**config.mk**
```make
export PLATFORM = sky130hd
export DESIGN_NAME = cps_power_ctrl
export DESIGN_NICKNAME = d
export VERILOG_FILES = /design/src/common/cps_pkg.sv /design/src/hw/cps_power_ctrl.sv
export SDC_FILE = /design/constraint.sdc
export NUM_CORES = 1
export LEC_CHECK = 0
export ABC_AREA = 1
export BUFFER_PORTS_ARGS = -buffer_cell sky130_fd_sc_hd__clkbuf_2
export CORE_MARGIN = 3
export CORE_UTILIZATION = 30
export DETAILED_ROUTE_END_ITERATION = 8
export MAX_ROUTING_LAYER = met4
export PLACE_DENSITY_LB_ADDON = 0.25
export SYNTH_ARGS = -nofsm -noshare
export SYNTH_HDL_FRONTEND = slang
export SYNTH_SLANG_ARGS = --single-unit
export TNS_END_PERCENT = 20
```
**constraint.sdc**
```tcl
create_clock -name clk_sys_in -period 4.55 [get_ports clk_sys_in]
set_input_delay 0.455 -clock clk_sys_in [delete_from_list [all_inputs] [get_ports clk_sys_in]]
set_output_delay 0.455 -clock clk_sys_in [all_outputs]
set_load 0.05 [all_outputs]
```
**src/common/cps_pkg.sv**
```systemverilog
`default_nettype none
package cps_pkg;
    // ******************************
    // register map and fields
    // ******************************
    localparam logic [9:0]  CPS_CTRL_OFFSET    = 10'h000;
    localparam logic [15:0] CPS_CTRL_RESET     = 16'h0000;
    localparam int          CPS_MODE_LSB       = 0;
    localparam int          CPS_SLEEP_LSB      = 2;
    localparam int          CPS_STAGES_LSB     = 4;
    localparam int          CPS_DECIM_LSB      = 8;
    localparam int          CPS_SOFT_RST_BIT   = 10;
    localparam int          CPS_IRQ_POL_BIT    = 11;
    localparam int          CPS_EXCITE_OFF_BIT = 12;
    localparam int          CPS_UNUSED_BIT     = 13;
    localparam int          CPS_BIAS_LSB       = 14;
    // bits that store a value; soft reset and the unused bit read zero
    localparam logic [15:0] CPS_CTRL_KEEP_MASK = 16'hdbff;
    localparam logic [3:0]  CPS_STAGES_MAX     = 4'hc;
    localparam logic [8:0]  CPS_DECIM_256      = 9'h100;
    localparam logic [8:0]  CPS_DECIM_128      = 9'h080;
    localparam logic [8:0]  CPS_DECIM_64       = 9'h040;

    // ******************************
    // timing
    // ******************************
    localparam int unsigned CPS_CLK_HZ         = 25_000_000;
    localparam int unsigned CPS_FULL_PERIOD_MS = 36;
    localparam int unsigned CPS_SLEEP_STEP_MS  = 200;
    localparam int unsigned CPS_FULL_PERIOD_CYC = CPS_FULL_PERIOD_MS * (CPS_CLK_HZ / 1000);
    localparam int unsigned CPS_SLEEP_STEP_CYC  = CPS_SLEEP_STEP_MS * (CPS_CLK_HZ / 1000);
    localparam int          CPS_TIMER_W        = 25;

    // ******************************
    // types
    // ******************************
    typedef enum logic [1:0] {
        CPS_MODE_FULL   = 2'b00,
        CPS_MODE_SHUT_A = 2'b01,
        CPS_MODE_LOW    = 2'b10,
        CPS_MODE_SHUT_B = 2'b11
    } cps_mode_t;

    typedef struct packed {
        logic        wr_en;
        logic        rd_en;
        logic [9:0]  addr;
        logic [15:0] wdata;
    } cps_reg_req_t;

    typedef struct packed {
        logic [15:0]            ctrl;
        logic [CPS_TIMER_W-1:0] timer;
        logic                   seq_start;
        logic                   soft_rst;
        logic                   irq_pin;
        logic [15:0]            rdata;
        logic                   rd_valid;
        logic [3:0]             stages;
        logic [8:0]             decim;
        logic                   excite_en;
        logic [1:0]             bias;
        logic                   low_power;
        logic                   shutdown;
    } cps_state_t;
endpackage
`default_nettype wire

```
**src/hw/cps_power_ctrl.sv**
```systemverilog
`timescale 1ns/1ns
`default_nettype none
module cps_power_ctrl #(
    parameter int unsigned P_FULL_PERIOD_CYC = cps_pkg::CPS_FULL_PERIOD_CYC,
    parameter int unsigned P_SLEEP_STEP_CYC  = cps_pkg::CPS_SLEEP_STEP_CYC
) (
    // clock and reset
    input  wire logic                 clk_sys_in,
    input  wire logic                 rst_n_in,
    // register access from the serial interface
    input  wire cps_pkg::cps_reg_req_t reg_req_in,
    output var  logic [15:0]          reg_rdata_out,
    output var  logic                 reg_rd_valid_out,
    // interrupt
    input  wire logic                 irq_event_in,
    output var  logic                 irq_pin_out,
    // converter controls
    output var  logic                 seq_start_out,
    output var  logic                 low_power_out,
    output var  logic                 shutdown_out,
    output var  logic [3:0]           stage_count_out,
    output var  logic [8:0]           decim_ratio_out,
    output var  logic                 excite_en_out,
    output var  logic [1:0]           bias_boost_out,
    output var  logic                 soft_reset_pulse_out
);
    import cps_pkg::*;

    cps_state_t st_r;
    cps_state_t st_nxt;
    cps_mode_t  mode_nxt;
    logic       ctrl_wr;
    logic [CPS_TIMER_W-1:0] period;

    // ******************************
    // next state
    // ******************************
    always_comb begin
        st_nxt = st_r;
        ctrl_wr = reg_req_in.wr_en && (reg_req_in.addr == CPS_CTRL_OFFSET);
        st_nxt.soft_rst = 1'b0;
        if (ctrl_wr) begin
            if (reg_req_in.wdata[CPS_SOFT_RST_BIT]) begin
                st_nxt.ctrl = CPS_CTRL_RESET;
                st_nxt.soft_rst = 1'b1;
            end else begin
                // bit 13 is not stored, so a stray one never reads back
                st_nxt.ctrl = reg_req_in.wdata & CPS_CTRL_KEEP_MASK;
            end
        end
        mode_nxt = cps_mode_t'(st_nxt.ctrl[CPS_MODE_LSB +: 2]);
        period = '0;
        st_nxt.low_power = 1'b0;
        st_nxt.shutdown = 1'b0;
        case (mode_nxt)
            CPS_MODE_FULL: begin
                period = CPS_TIMER_W'(P_FULL_PERIOD_CYC - 1);
            end
            CPS_MODE_LOW: begin
                st_nxt.low_power = 1'b1;
                period = CPS_TIMER_W'(P_SLEEP_STEP_CYC
                         * (st_nxt.ctrl[CPS_SLEEP_LSB +: 2] + 32'd1) - 1);
            end
            CPS_MODE_SHUT_A, CPS_MODE_SHUT_B: begin
                st_nxt.shutdown = 1'b1;
            end
            default: begin
                st_nxt.shutdown = 1'b1;
            end
        endcase
        // a write restarts the interval so a new rate takes effect at once
        st_nxt.seq_start = 1'b0;
        if (ctrl_wr || st_nxt.shutdown) begin
            st_nxt.timer = period;
        end else if (st_r.timer == '0) begin
            st_nxt.timer = period;
            st_nxt.seq_start = 1'b1;
        end else begin
            st_nxt.timer = st_r.timer - 1'b1;
        end
        if (st_nxt.ctrl[CPS_STAGES_LSB +: 4] >= (CPS_STAGES_MAX - 4'h1)) begin
            st_nxt.stages = CPS_STAGES_MAX;
        end else begin
            st_nxt.stages = st_nxt.ctrl[CPS_STAGES_LSB +: 4] + 4'h1;
        end
        case (st_nxt.ctrl[CPS_DECIM_LSB +: 2])
            2'b00:   st_nxt.decim = CPS_DECIM_256;
            2'b01:   st_nxt.decim = CPS_DECIM_128;
            default: st_nxt.decim = CPS_DECIM_64;
        endcase
        st_nxt.excite_en = ~st_nxt.ctrl[CPS_EXCITE_OFF_BIT];
        st_nxt.bias = st_nxt.ctrl[CPS_BIAS_LSB +: 2];
        // stored polarity is used, so a polarity write moves the pin one cycle later
        st_nxt.irq_pin = st_r.ctrl[CPS_IRQ_POL_BIT] ? irq_event_in : ~irq_event_in;
        // read returns the stored value; unmapped offsets read zero
        st_nxt.rd_valid = reg_req_in.rd_en;
        st_nxt.rdata = '0;
        if (reg_req_in.rd_en && reg_req_in.addr == CPS_CTRL_OFFSET) begin
            st_nxt.rdata = st_r.ctrl;
        end
    end

    // ******************************
    // state register
    // ******************************
    always_ff @(posedge clk_sys_in or negedge rst_n_in) begin
        if (!rst_n_in) begin
            // outputs in reset already show the decode of an all-zero register
            st_r <= '0;
            st_r.ctrl <= CPS_CTRL_RESET;
            st_r.stages <= 4'h1;
            st_r.decim <= CPS_DECIM_256;
            st_r.excite_en <= 1'b1;
            st_r.irq_pin <= 1'b1;
        end else begin
            st_r <= st_nxt;
        end
    end

    assign reg_rdata_out = st_r.rdata;
    assign reg_rd_valid_out = st_r.rd_valid;
    assign irq_pin_out = st_r.irq_pin;
    assign seq_start_out = st_r.seq_start;
    assign low_power_out = st_r.low_power;
    assign shutdown_out = st_r.shutdown;
    assign stage_count_out = st_r.stages;
    assign decim_ratio_out = st_r.decim;
    assign excite_en_out = st_r.excite_en;
    assign bias_boost_out = st_r.bias;
    assign soft_reset_pulse_out = st_r.soft_rst;

    // ******************************
    // checks
    // ******************************
    a_full_power_period: assert property (@(posedge clk_sys_in) disable iff (!rst_n_in)
        (seq_start_out && st_r.ctrl[1:0] == 2'b00)
        |-> st_r.timer == CPS_TIMER_W'(P_FULL_PERIOD_CYC - 1))
        else $error("full power interval reload wrong");
    a_shutdown_no_start: assert property (@(posedge clk_sys_in) disable iff (!rst_n_in)
        (st_r.ctrl[0] == 1'b1) |-> (!seq_start_out && shutdown_out && !low_power_out))
        else $error("conversion started in shutdown");
    a_sleep_interval: assert property (@(posedge clk_sys_in) disable iff (!rst_n_in)
        (seq_start_out && st_r.ctrl[1:0] == 2'b10)
        |-> st_r.timer == CPS_TIMER_W'(P_SLEEP_STEP_CYC * (st_r.ctrl[3:2] + 32'd1) - 1))
        else $error("low power interval reload wrong");
    a_stage_count: assert property (@(posedge clk_sys_in) disable iff (!rst_n_in)
        (st_r.ctrl[7:4] <= 4'hb) |-> stage_count_out == st_r.ctrl[7:4] + 4'h1)
        else $error("stage count does not match field");
    a_decim_ratio: assert property (@(posedge clk_sys_in) disable iff (!rst_n_in)
        decim_ratio_out == (st_r.ctrl[9] ? CPS_DECIM_64
                           : (st_r.ctrl[8] ? CPS_DECIM_128 : CPS_DECIM_256)))
        else $error("decimation ratio wrong");
    a_soft_reset_clears: assert property (@(posedge clk_sys_in) disable iff (!rst_n_in)
        (reg_req_in.wr_en && reg_req_in.addr == CPS_CTRL_OFFSET
         && reg_req_in.wdata[CPS_SOFT_RST_BIT])
        |=> (st_r.ctrl == CPS_CTRL_RESET && soft_reset_pulse_out)
        ##1 (!soft_reset_pulse_out
             || $past(reg_req_in.wr_en && reg_req_in.addr == CPS_CTRL_OFFSET
                      && reg_req_in.wdata[CPS_SOFT_RST_BIT])))
        else $error("soft reset did not clear register");
    a_irq_polarity: assert property (@(posedge clk_sys_in) disable iff (!rst_n_in)
        ##1 irq_pin_out == ($past(irq_event_in) ~^ $past(st_r.ctrl[11])))
        else $error("interrupt pin level wrong");
    a_excite_enable: assert property (@(posedge clk_sys_in) disable iff (!rst_n_in)
        excite_en_out == !st_r.ctrl[12])
        else $error("excitation enable wrong");
    a_bias_select: assert property (@(posedge clk_sys_in) disable iff (!rst_n_in)
        bias_boost_out == st_r.ctrl[15:14])
        else $error("bias select wrong");
    a_unstored_bits: assert property (@(posedge clk_sys_in) disable iff (!rst_n_in)
        (st_r.ctrl[13] == 1'b0 && st_r.ctrl[10] == 1'b0))
        else $error("unused or self-clearing bit stored");

    // ******************************
    // register port, mode and stage clamp checks
    // ******************************
    a_read_answer: assert property (@(posedge clk_sys_in) disable iff (!rst_n_in)
        (reg_req_in.rd_en && reg_req_in.addr == CPS_CTRL_OFFSET)
        |=> (reg_rd_valid_out && reg_rdata_out == $past(st_r.ctrl)))
        else $error("read did not return stored value");
    a_read_unmapped: assert property (@(posedge clk_sys_in) disable iff (!rst_n_in)
        (reg_req_in.rd_en && reg_req_in.addr != CPS_CTRL_OFFSET)
        |=> (reg_rd_valid_out && reg_rdata_out == 16'h0000))
        else $error("unmapped read not zero");
    a_read_idle: assert property (@(posedge clk_sys_in) disable iff (!rst_n_in)
        !reg_req_in.rd_en
        |=> (!reg_rd_valid_out && reg_rdata_out == 16'h0000))
        else $error("read data without a read");
    a_write_store: assert property (@(posedge clk_sys_in) disable iff (!rst_n_in)
        (reg_req_in.wr_en && reg_req_in.addr == CPS_CTRL_OFFSET
         && !reg_req_in.wdata[CPS_SOFT_RST_BIT])
        |=> st_r.ctrl == $past(reg_req_in.wdata & CPS_CTRL_KEEP_MASK))
        else $error("write not stored");
    a_write_restart: assert property (@(posedge clk_sys_in) disable iff (!rst_n_in)
        (reg_req_in.wr_en && reg_req_in.addr == CPS_CTRL_OFFSET)
        |=> !seq_start_out)
        else $error("sequence started on a write");
    a_low_power_mode: assert property (@(posedge clk_sys_in) disable iff (!rst_n_in)
        low_power_out == (st_r.ctrl[1:0] == 2'b10))
        else $error("low power level wrong");
    a_full_power_on: assert property (@(posedge clk_sys_in) disable iff (!rst_n_in)
        (st_r.ctrl[0] == 1'b0)
        |-> !shutdown_out)
        else $error("shutdown outside shutdown modes");
    a_stage_clamp: assert property (@(posedge clk_sys_in) disable iff (!rst_n_in)
        (st_r.ctrl[7:4] > 4'hb)
        |-> stage_count_out == CPS_STAGES_MAX)
        else $error("stage count not clamped");
    a_soft_pulse_cause: assert property (@(posedge clk_sys_in) disable iff (!rst_n_in)
        soft_reset_pulse_out
        |-> $past(reg_req_in.wr_en && reg_req_in.addr == CPS_CTRL_OFFSET
                  && reg_req_in.wdata[CPS_SOFT_RST_BIT]))
        else $error("soft reset pulse without request");
endmodule
`default_nettype wire

```
Yosys cells after proc, flatten, opt, wreduce, memory -nomap -nowiden
Cells that the tools add are included.
{ "totals": {"wordCells": 49, "reg_bits": 79, "inputBits": 31} }
{ "op_classes": {"n_addsub": 4, "order_cmp": 1, "n_reduce_logical": 8, "multipliers": 1, "bitwise": 2, "n_eq_ne": 4, "n_mux": 15} }
{ "op_table": {"columns": ["cell", "n"], "rows": [
  ["two-way mux 25 bit", 2],
  ["one-hot mux 25 bit (2 select lines)", 1],
  ["subtractor 25 x 1 -> 25 bit, second input constant", 2],
  ["two-way mux 16 bit", 3],
  ["logical NOT 25 bit", 1],
  ["multiplier 17 x 3 -> 19 bit, first input constant", 1],
  ["one-hot mux 9 bit (2 select lines)", 1],
  ["logical NOT 10 bit", 1],
  ["two-way mux 1 bit", 7],
  ["adder 4 x 1 -> 4 bit, second input constant", 1],
  ["equality test 2 x 1 -> 1 bit, second input constant", 2],
  ["equality test 2 bit, second input constant", 2],
  [">= comparator 4 bit, second input constant", 1],
  ["logical NOT 2 bit", 2],
  ["two-way mux 4 bit", 1],
  ["adder 2 x 1 -> 3 bit, second input constant", 1],
  ["logical AND 1 bit", 2],
  ["inverter 1 bit", 2],
  ["OR reduction 2 bit", 1],
  ["logical OR 1 bit", 1]
]} }

Depth between registers and ports, before layout
{ "depth": {"depth_word": 9, "mapped_depth": 15, "ltp_nobuf": 15} }

Worst setup path before layout
OpenSTA, ideal clock, no wires.
{ "synth_path": {"kind": "input to register", "start": "in reg_req_in[17] in the netlist's numbering", "end": "reg st_r[51] in the netlist's numbering", "stages": 12, "setup_slack_ns": 2.355, "arrival_ns": 2.078, "setup_ns": 0.117, "path_cell_list": "or2_4 nor2_8 nand3_4 o21a_1 inv_1 ha_1 inv_1 ha_1 inv_1 nor2_1 o21ai_1 inv_1"} }
{ "synth_rtl": {"columns": ["item", "line", "rtl"], "rows": [
  ["from (decl)", "cps_power_ctrl.sv:11", "input wire cps_pkg::cps_reg_req_t reg_req_in,"],
  ["to (signal assigned)", "cps_power_ctrl.sv:116", "st_r <= st_nxt;"],
  ["to (decl)", "cps_power_ctrl.sv:29", "cps_state_t st_r;"]
]} }

==> reports/summary.txt <==
DP Worst Slack = 2.057 ns
FF/Latch Area = 1657 µm²
worst hold path type = input pin to register
Slew @ Worst Pin = 0.8575 ns
Tmin final = 2.119 ns
period utilisation layout = 46.57%
hold endpoint = irq_pin_out
Worst Path Max Fanout = 9
post-synth cell types = 43
CP cell instances = clkbuf_2 > or2_4 > nor2_8 > nand3_4 > nand2_1 > o21a_1 > inv_1 > ha_1 > inv_1 > nand2_1 > nand2_1 > nor2_1 > nand2_1 > nand2_1 > nand2_1
postcts setup bufs = 0
multi-input combinational cell area = 1614 µm²
CTS HTree Levels = 3
total number of vias = 2864
flops & latches, synth = 66
port buffer count = 59
largest delay contributor family on the critical path = simple AND/OR/NAND/NOR gates
Max Clock Skew = 0.007843 ns
total wire length = 8.567 mm
# hold bufs at CTS = 0
Fin. Hold Viols = 0
Pwr per Cell Area = 373.3 nW/µm²
RR Endpoint = st_r[49]
share of layout cells above drive strength 1 = 24.70%
status = finished, final reports clean
Worst slew margin = 42.84%
Congestion Overflow GR = 0
CP arrival = 2.33 ns
Slew Limit Fails = 0
Syn Area/Cell = 8.381 µm²
Setup CP Type = input pin to register
hold_sp = irq_event_in
Layout Nets = 531
Max Cap Viol = 0
clock tree root driver cell = clkbuf_16
ys async rst share = 100.0%
Post-Synthesis Cells = 451
CP bufs+invs = 3
top cell type's share of synthesized area = 41.05%
diode count = 0
synth cell count leaders = nand2_1, nor2_1, dfrtp_1
most frequent cell after synthesis = nand2_1
post-synthesis sequential area ratio = 43.83%
worst-skew pair later-pin latency = 0.33 ns
Synth area leader = dfrtp_1
row count = 40
# DRC = 0
gr usage total = 13.29%
via/cell ratio = 4.300
number of CTS-inserted buffers = 9
hold depth = 2
Worst EP required = 4.76 ns
Clock Tree Buf Depth = 2
CTS tree = done
detailed placer's ending HPWL = 6.472 mm
first-pass GRT wire length = 14.48 mm
1st-iter DRT viols = 112
fillers = 1294
die area = 13980 µm²
Core Area = 12160 µm²
final worst slack = 2.431 ns
initial antenna violation count = 0
most common flop cell mapped by yosys = dfrtp_1
CTS clk-pin slew, worst paths = 0.06 ns
worst vdd ir = 0.1381 mV
synthesis-to-layout area growth = 15.16%
EDFF count, synth = 0
Worst Setup End Kind = register
Post-DRT Antenna Nets = 0
# IOs = 69
max frequency = 0.4720 GHz
Synth Cell Area = 3780 µm²
DRT Pass-1 Iters = 4
most used cell, CP = nand2_1
vias in the first global route = 2934
RSZ-0062 raised after global routing = no
# setup viols final = 0
highest-delay cell along the critical path = ha_1
r2r startpoint = st_r[38]
final setup TNS = 0 ns
Starting Density = 31.08%
leakage = 0.002487 µW
worst reg2reg path depth = 11
top cells by area, synth = dfrtp_1, nand2_1, nor2_1, buf_4, inv_1
Ys Warns = 0
Sink Count = 66
flop2flop setup slack = 2.53 ns
CP peak stage delay = 0.32 ns
cts repair resizes = 0
gp weighted congestion = 0.8920
largest net degree at the start of global routing = 67
die height = 118.2 µm
Levels on crit path = 15
startpoint types = input pin
post-route core utilization = 35.79%
Routed wire per std cell = 12.86 µm
die width = 118.2 µm
state kept, by name (all words and copies together), names as in the netlist:
register	cells
low_power_out	1
decim_ratio_out	3
seq_start_out	1
irq_pin_out	1
stage_count_out	4
soft_reset_pulse_out	1
st_r	37
excite_en_out	1
shutdown_out	1
bias_boost_out	1
reg_rdata_out	14
reg_rd_valid_out	1
power by group:
group | switching, µW | total (µW) | internal (µW)
clock | 256 | 750 | 494
combinational | 176 | 270 | 93.3
sequential | 7.23 | 605 | 598
total | 440 | 1620 | 1190
placed cells by master, fill, tap and decap left out, types with 3 or more instances in the layout:
cell type / n
a21oi_2: 3
clkbuf_16: 9
clkbuf_2: 58
clkinv_4: 3
conb_1: 8
dfrtp_1: 62
dfstp_2: 4
ha_1: 7
inv_1: 52
inv_2: 3
nand2_1: 96
nand2_2: 6
nand2_4: 3
nand3_1: 27
nand4_1: 13
nor2_1: 67
o21ai_0: 11
o21ai_1: 7
o21ai_2: 5
xnor2_1: 12
xor2_1: 6
area by class of cell:
class	instances	share of cell area (%)
Inverter	60	5.691
Clock buffer	11	5.576
Clock inverter	5	1.811
Multi-Input combinational cell	296	37.08
Tap cell	168	4.829
Sequential cell	66	38.06
Timing Repair Buffer	60	6.956
cells by family (layout without fill, tap and decap cells):
logic type,count (synthesis),in the layout,synth area share [%]
AOI/OAI and AO/OA,31,31,5.561
other,1,8,0.09921
and+or+nand+nor,232,232,29.86
xor gates and xnor gates,18,18,4.171
DFF,66,66,43.83
adders and majority gates,7,7,2.317
buffers and inverters,96,136,14.17
layer usage:
layer	up-vias	share of wire (%)	global-route usage, %	wire (µm)
li1	1451	-	-	-
met1	1330	48	17.20	4095
met2	73	46	20.65	3975
met3	10	4.0	2.632	341
met4	0	1.8	4.982	154
met5	-	0	-	0
worst reg2reg max path: stages (launching register included):
cell and delay [ns]:
dfrtp_1 0.40, inv_1 0.07, ha_1 0.27, nand2_1 0.16
nor2_4 0.19, nand2_2 0.09, nor2_4 0.14, nand3_4 0.13
nand2_8 0.14, inv_2 0.11, nor2_1 0.15, nor2_1 0.06
how the worst max path moves through the flow:
stage               slack, ns      startpoint  endpoint
floorplan                2.35  reg_req_in[17]  st_r[51]
detailed placement       2.06  reg_req_in[17]  st_r[45]
finish                   2.43  reg_req_in[17]  st_r[47]
global placement         2.10  reg_req_in[17]  st_r[45]
CTS                      2.39  reg_req_in[17]  st_r[45]
global route             2.17  reg_req_in[24]  st_r[47]
per-stage QoR:
| stage | std cells | instance area, µm² | hold WS [ns] | power, µW |
|---|---|---|---|---|
| detailed placement | 650 | 4031 | 0.4297 | 884.9 |
| floorplan | 458 | 3806 | 0.1594 | 827.6 |
| global placement | 650 | 4031 | 0.4243 | 882.0 |
| finish | 666 | 4353 | 0.2863 | 1625 |
| CTS | 666 | 4353 | 0.2701 | 1648 |
| global route | 666 | 4353 | 0.2776 | 1708 |
Power figures use the tool's default switching activity.
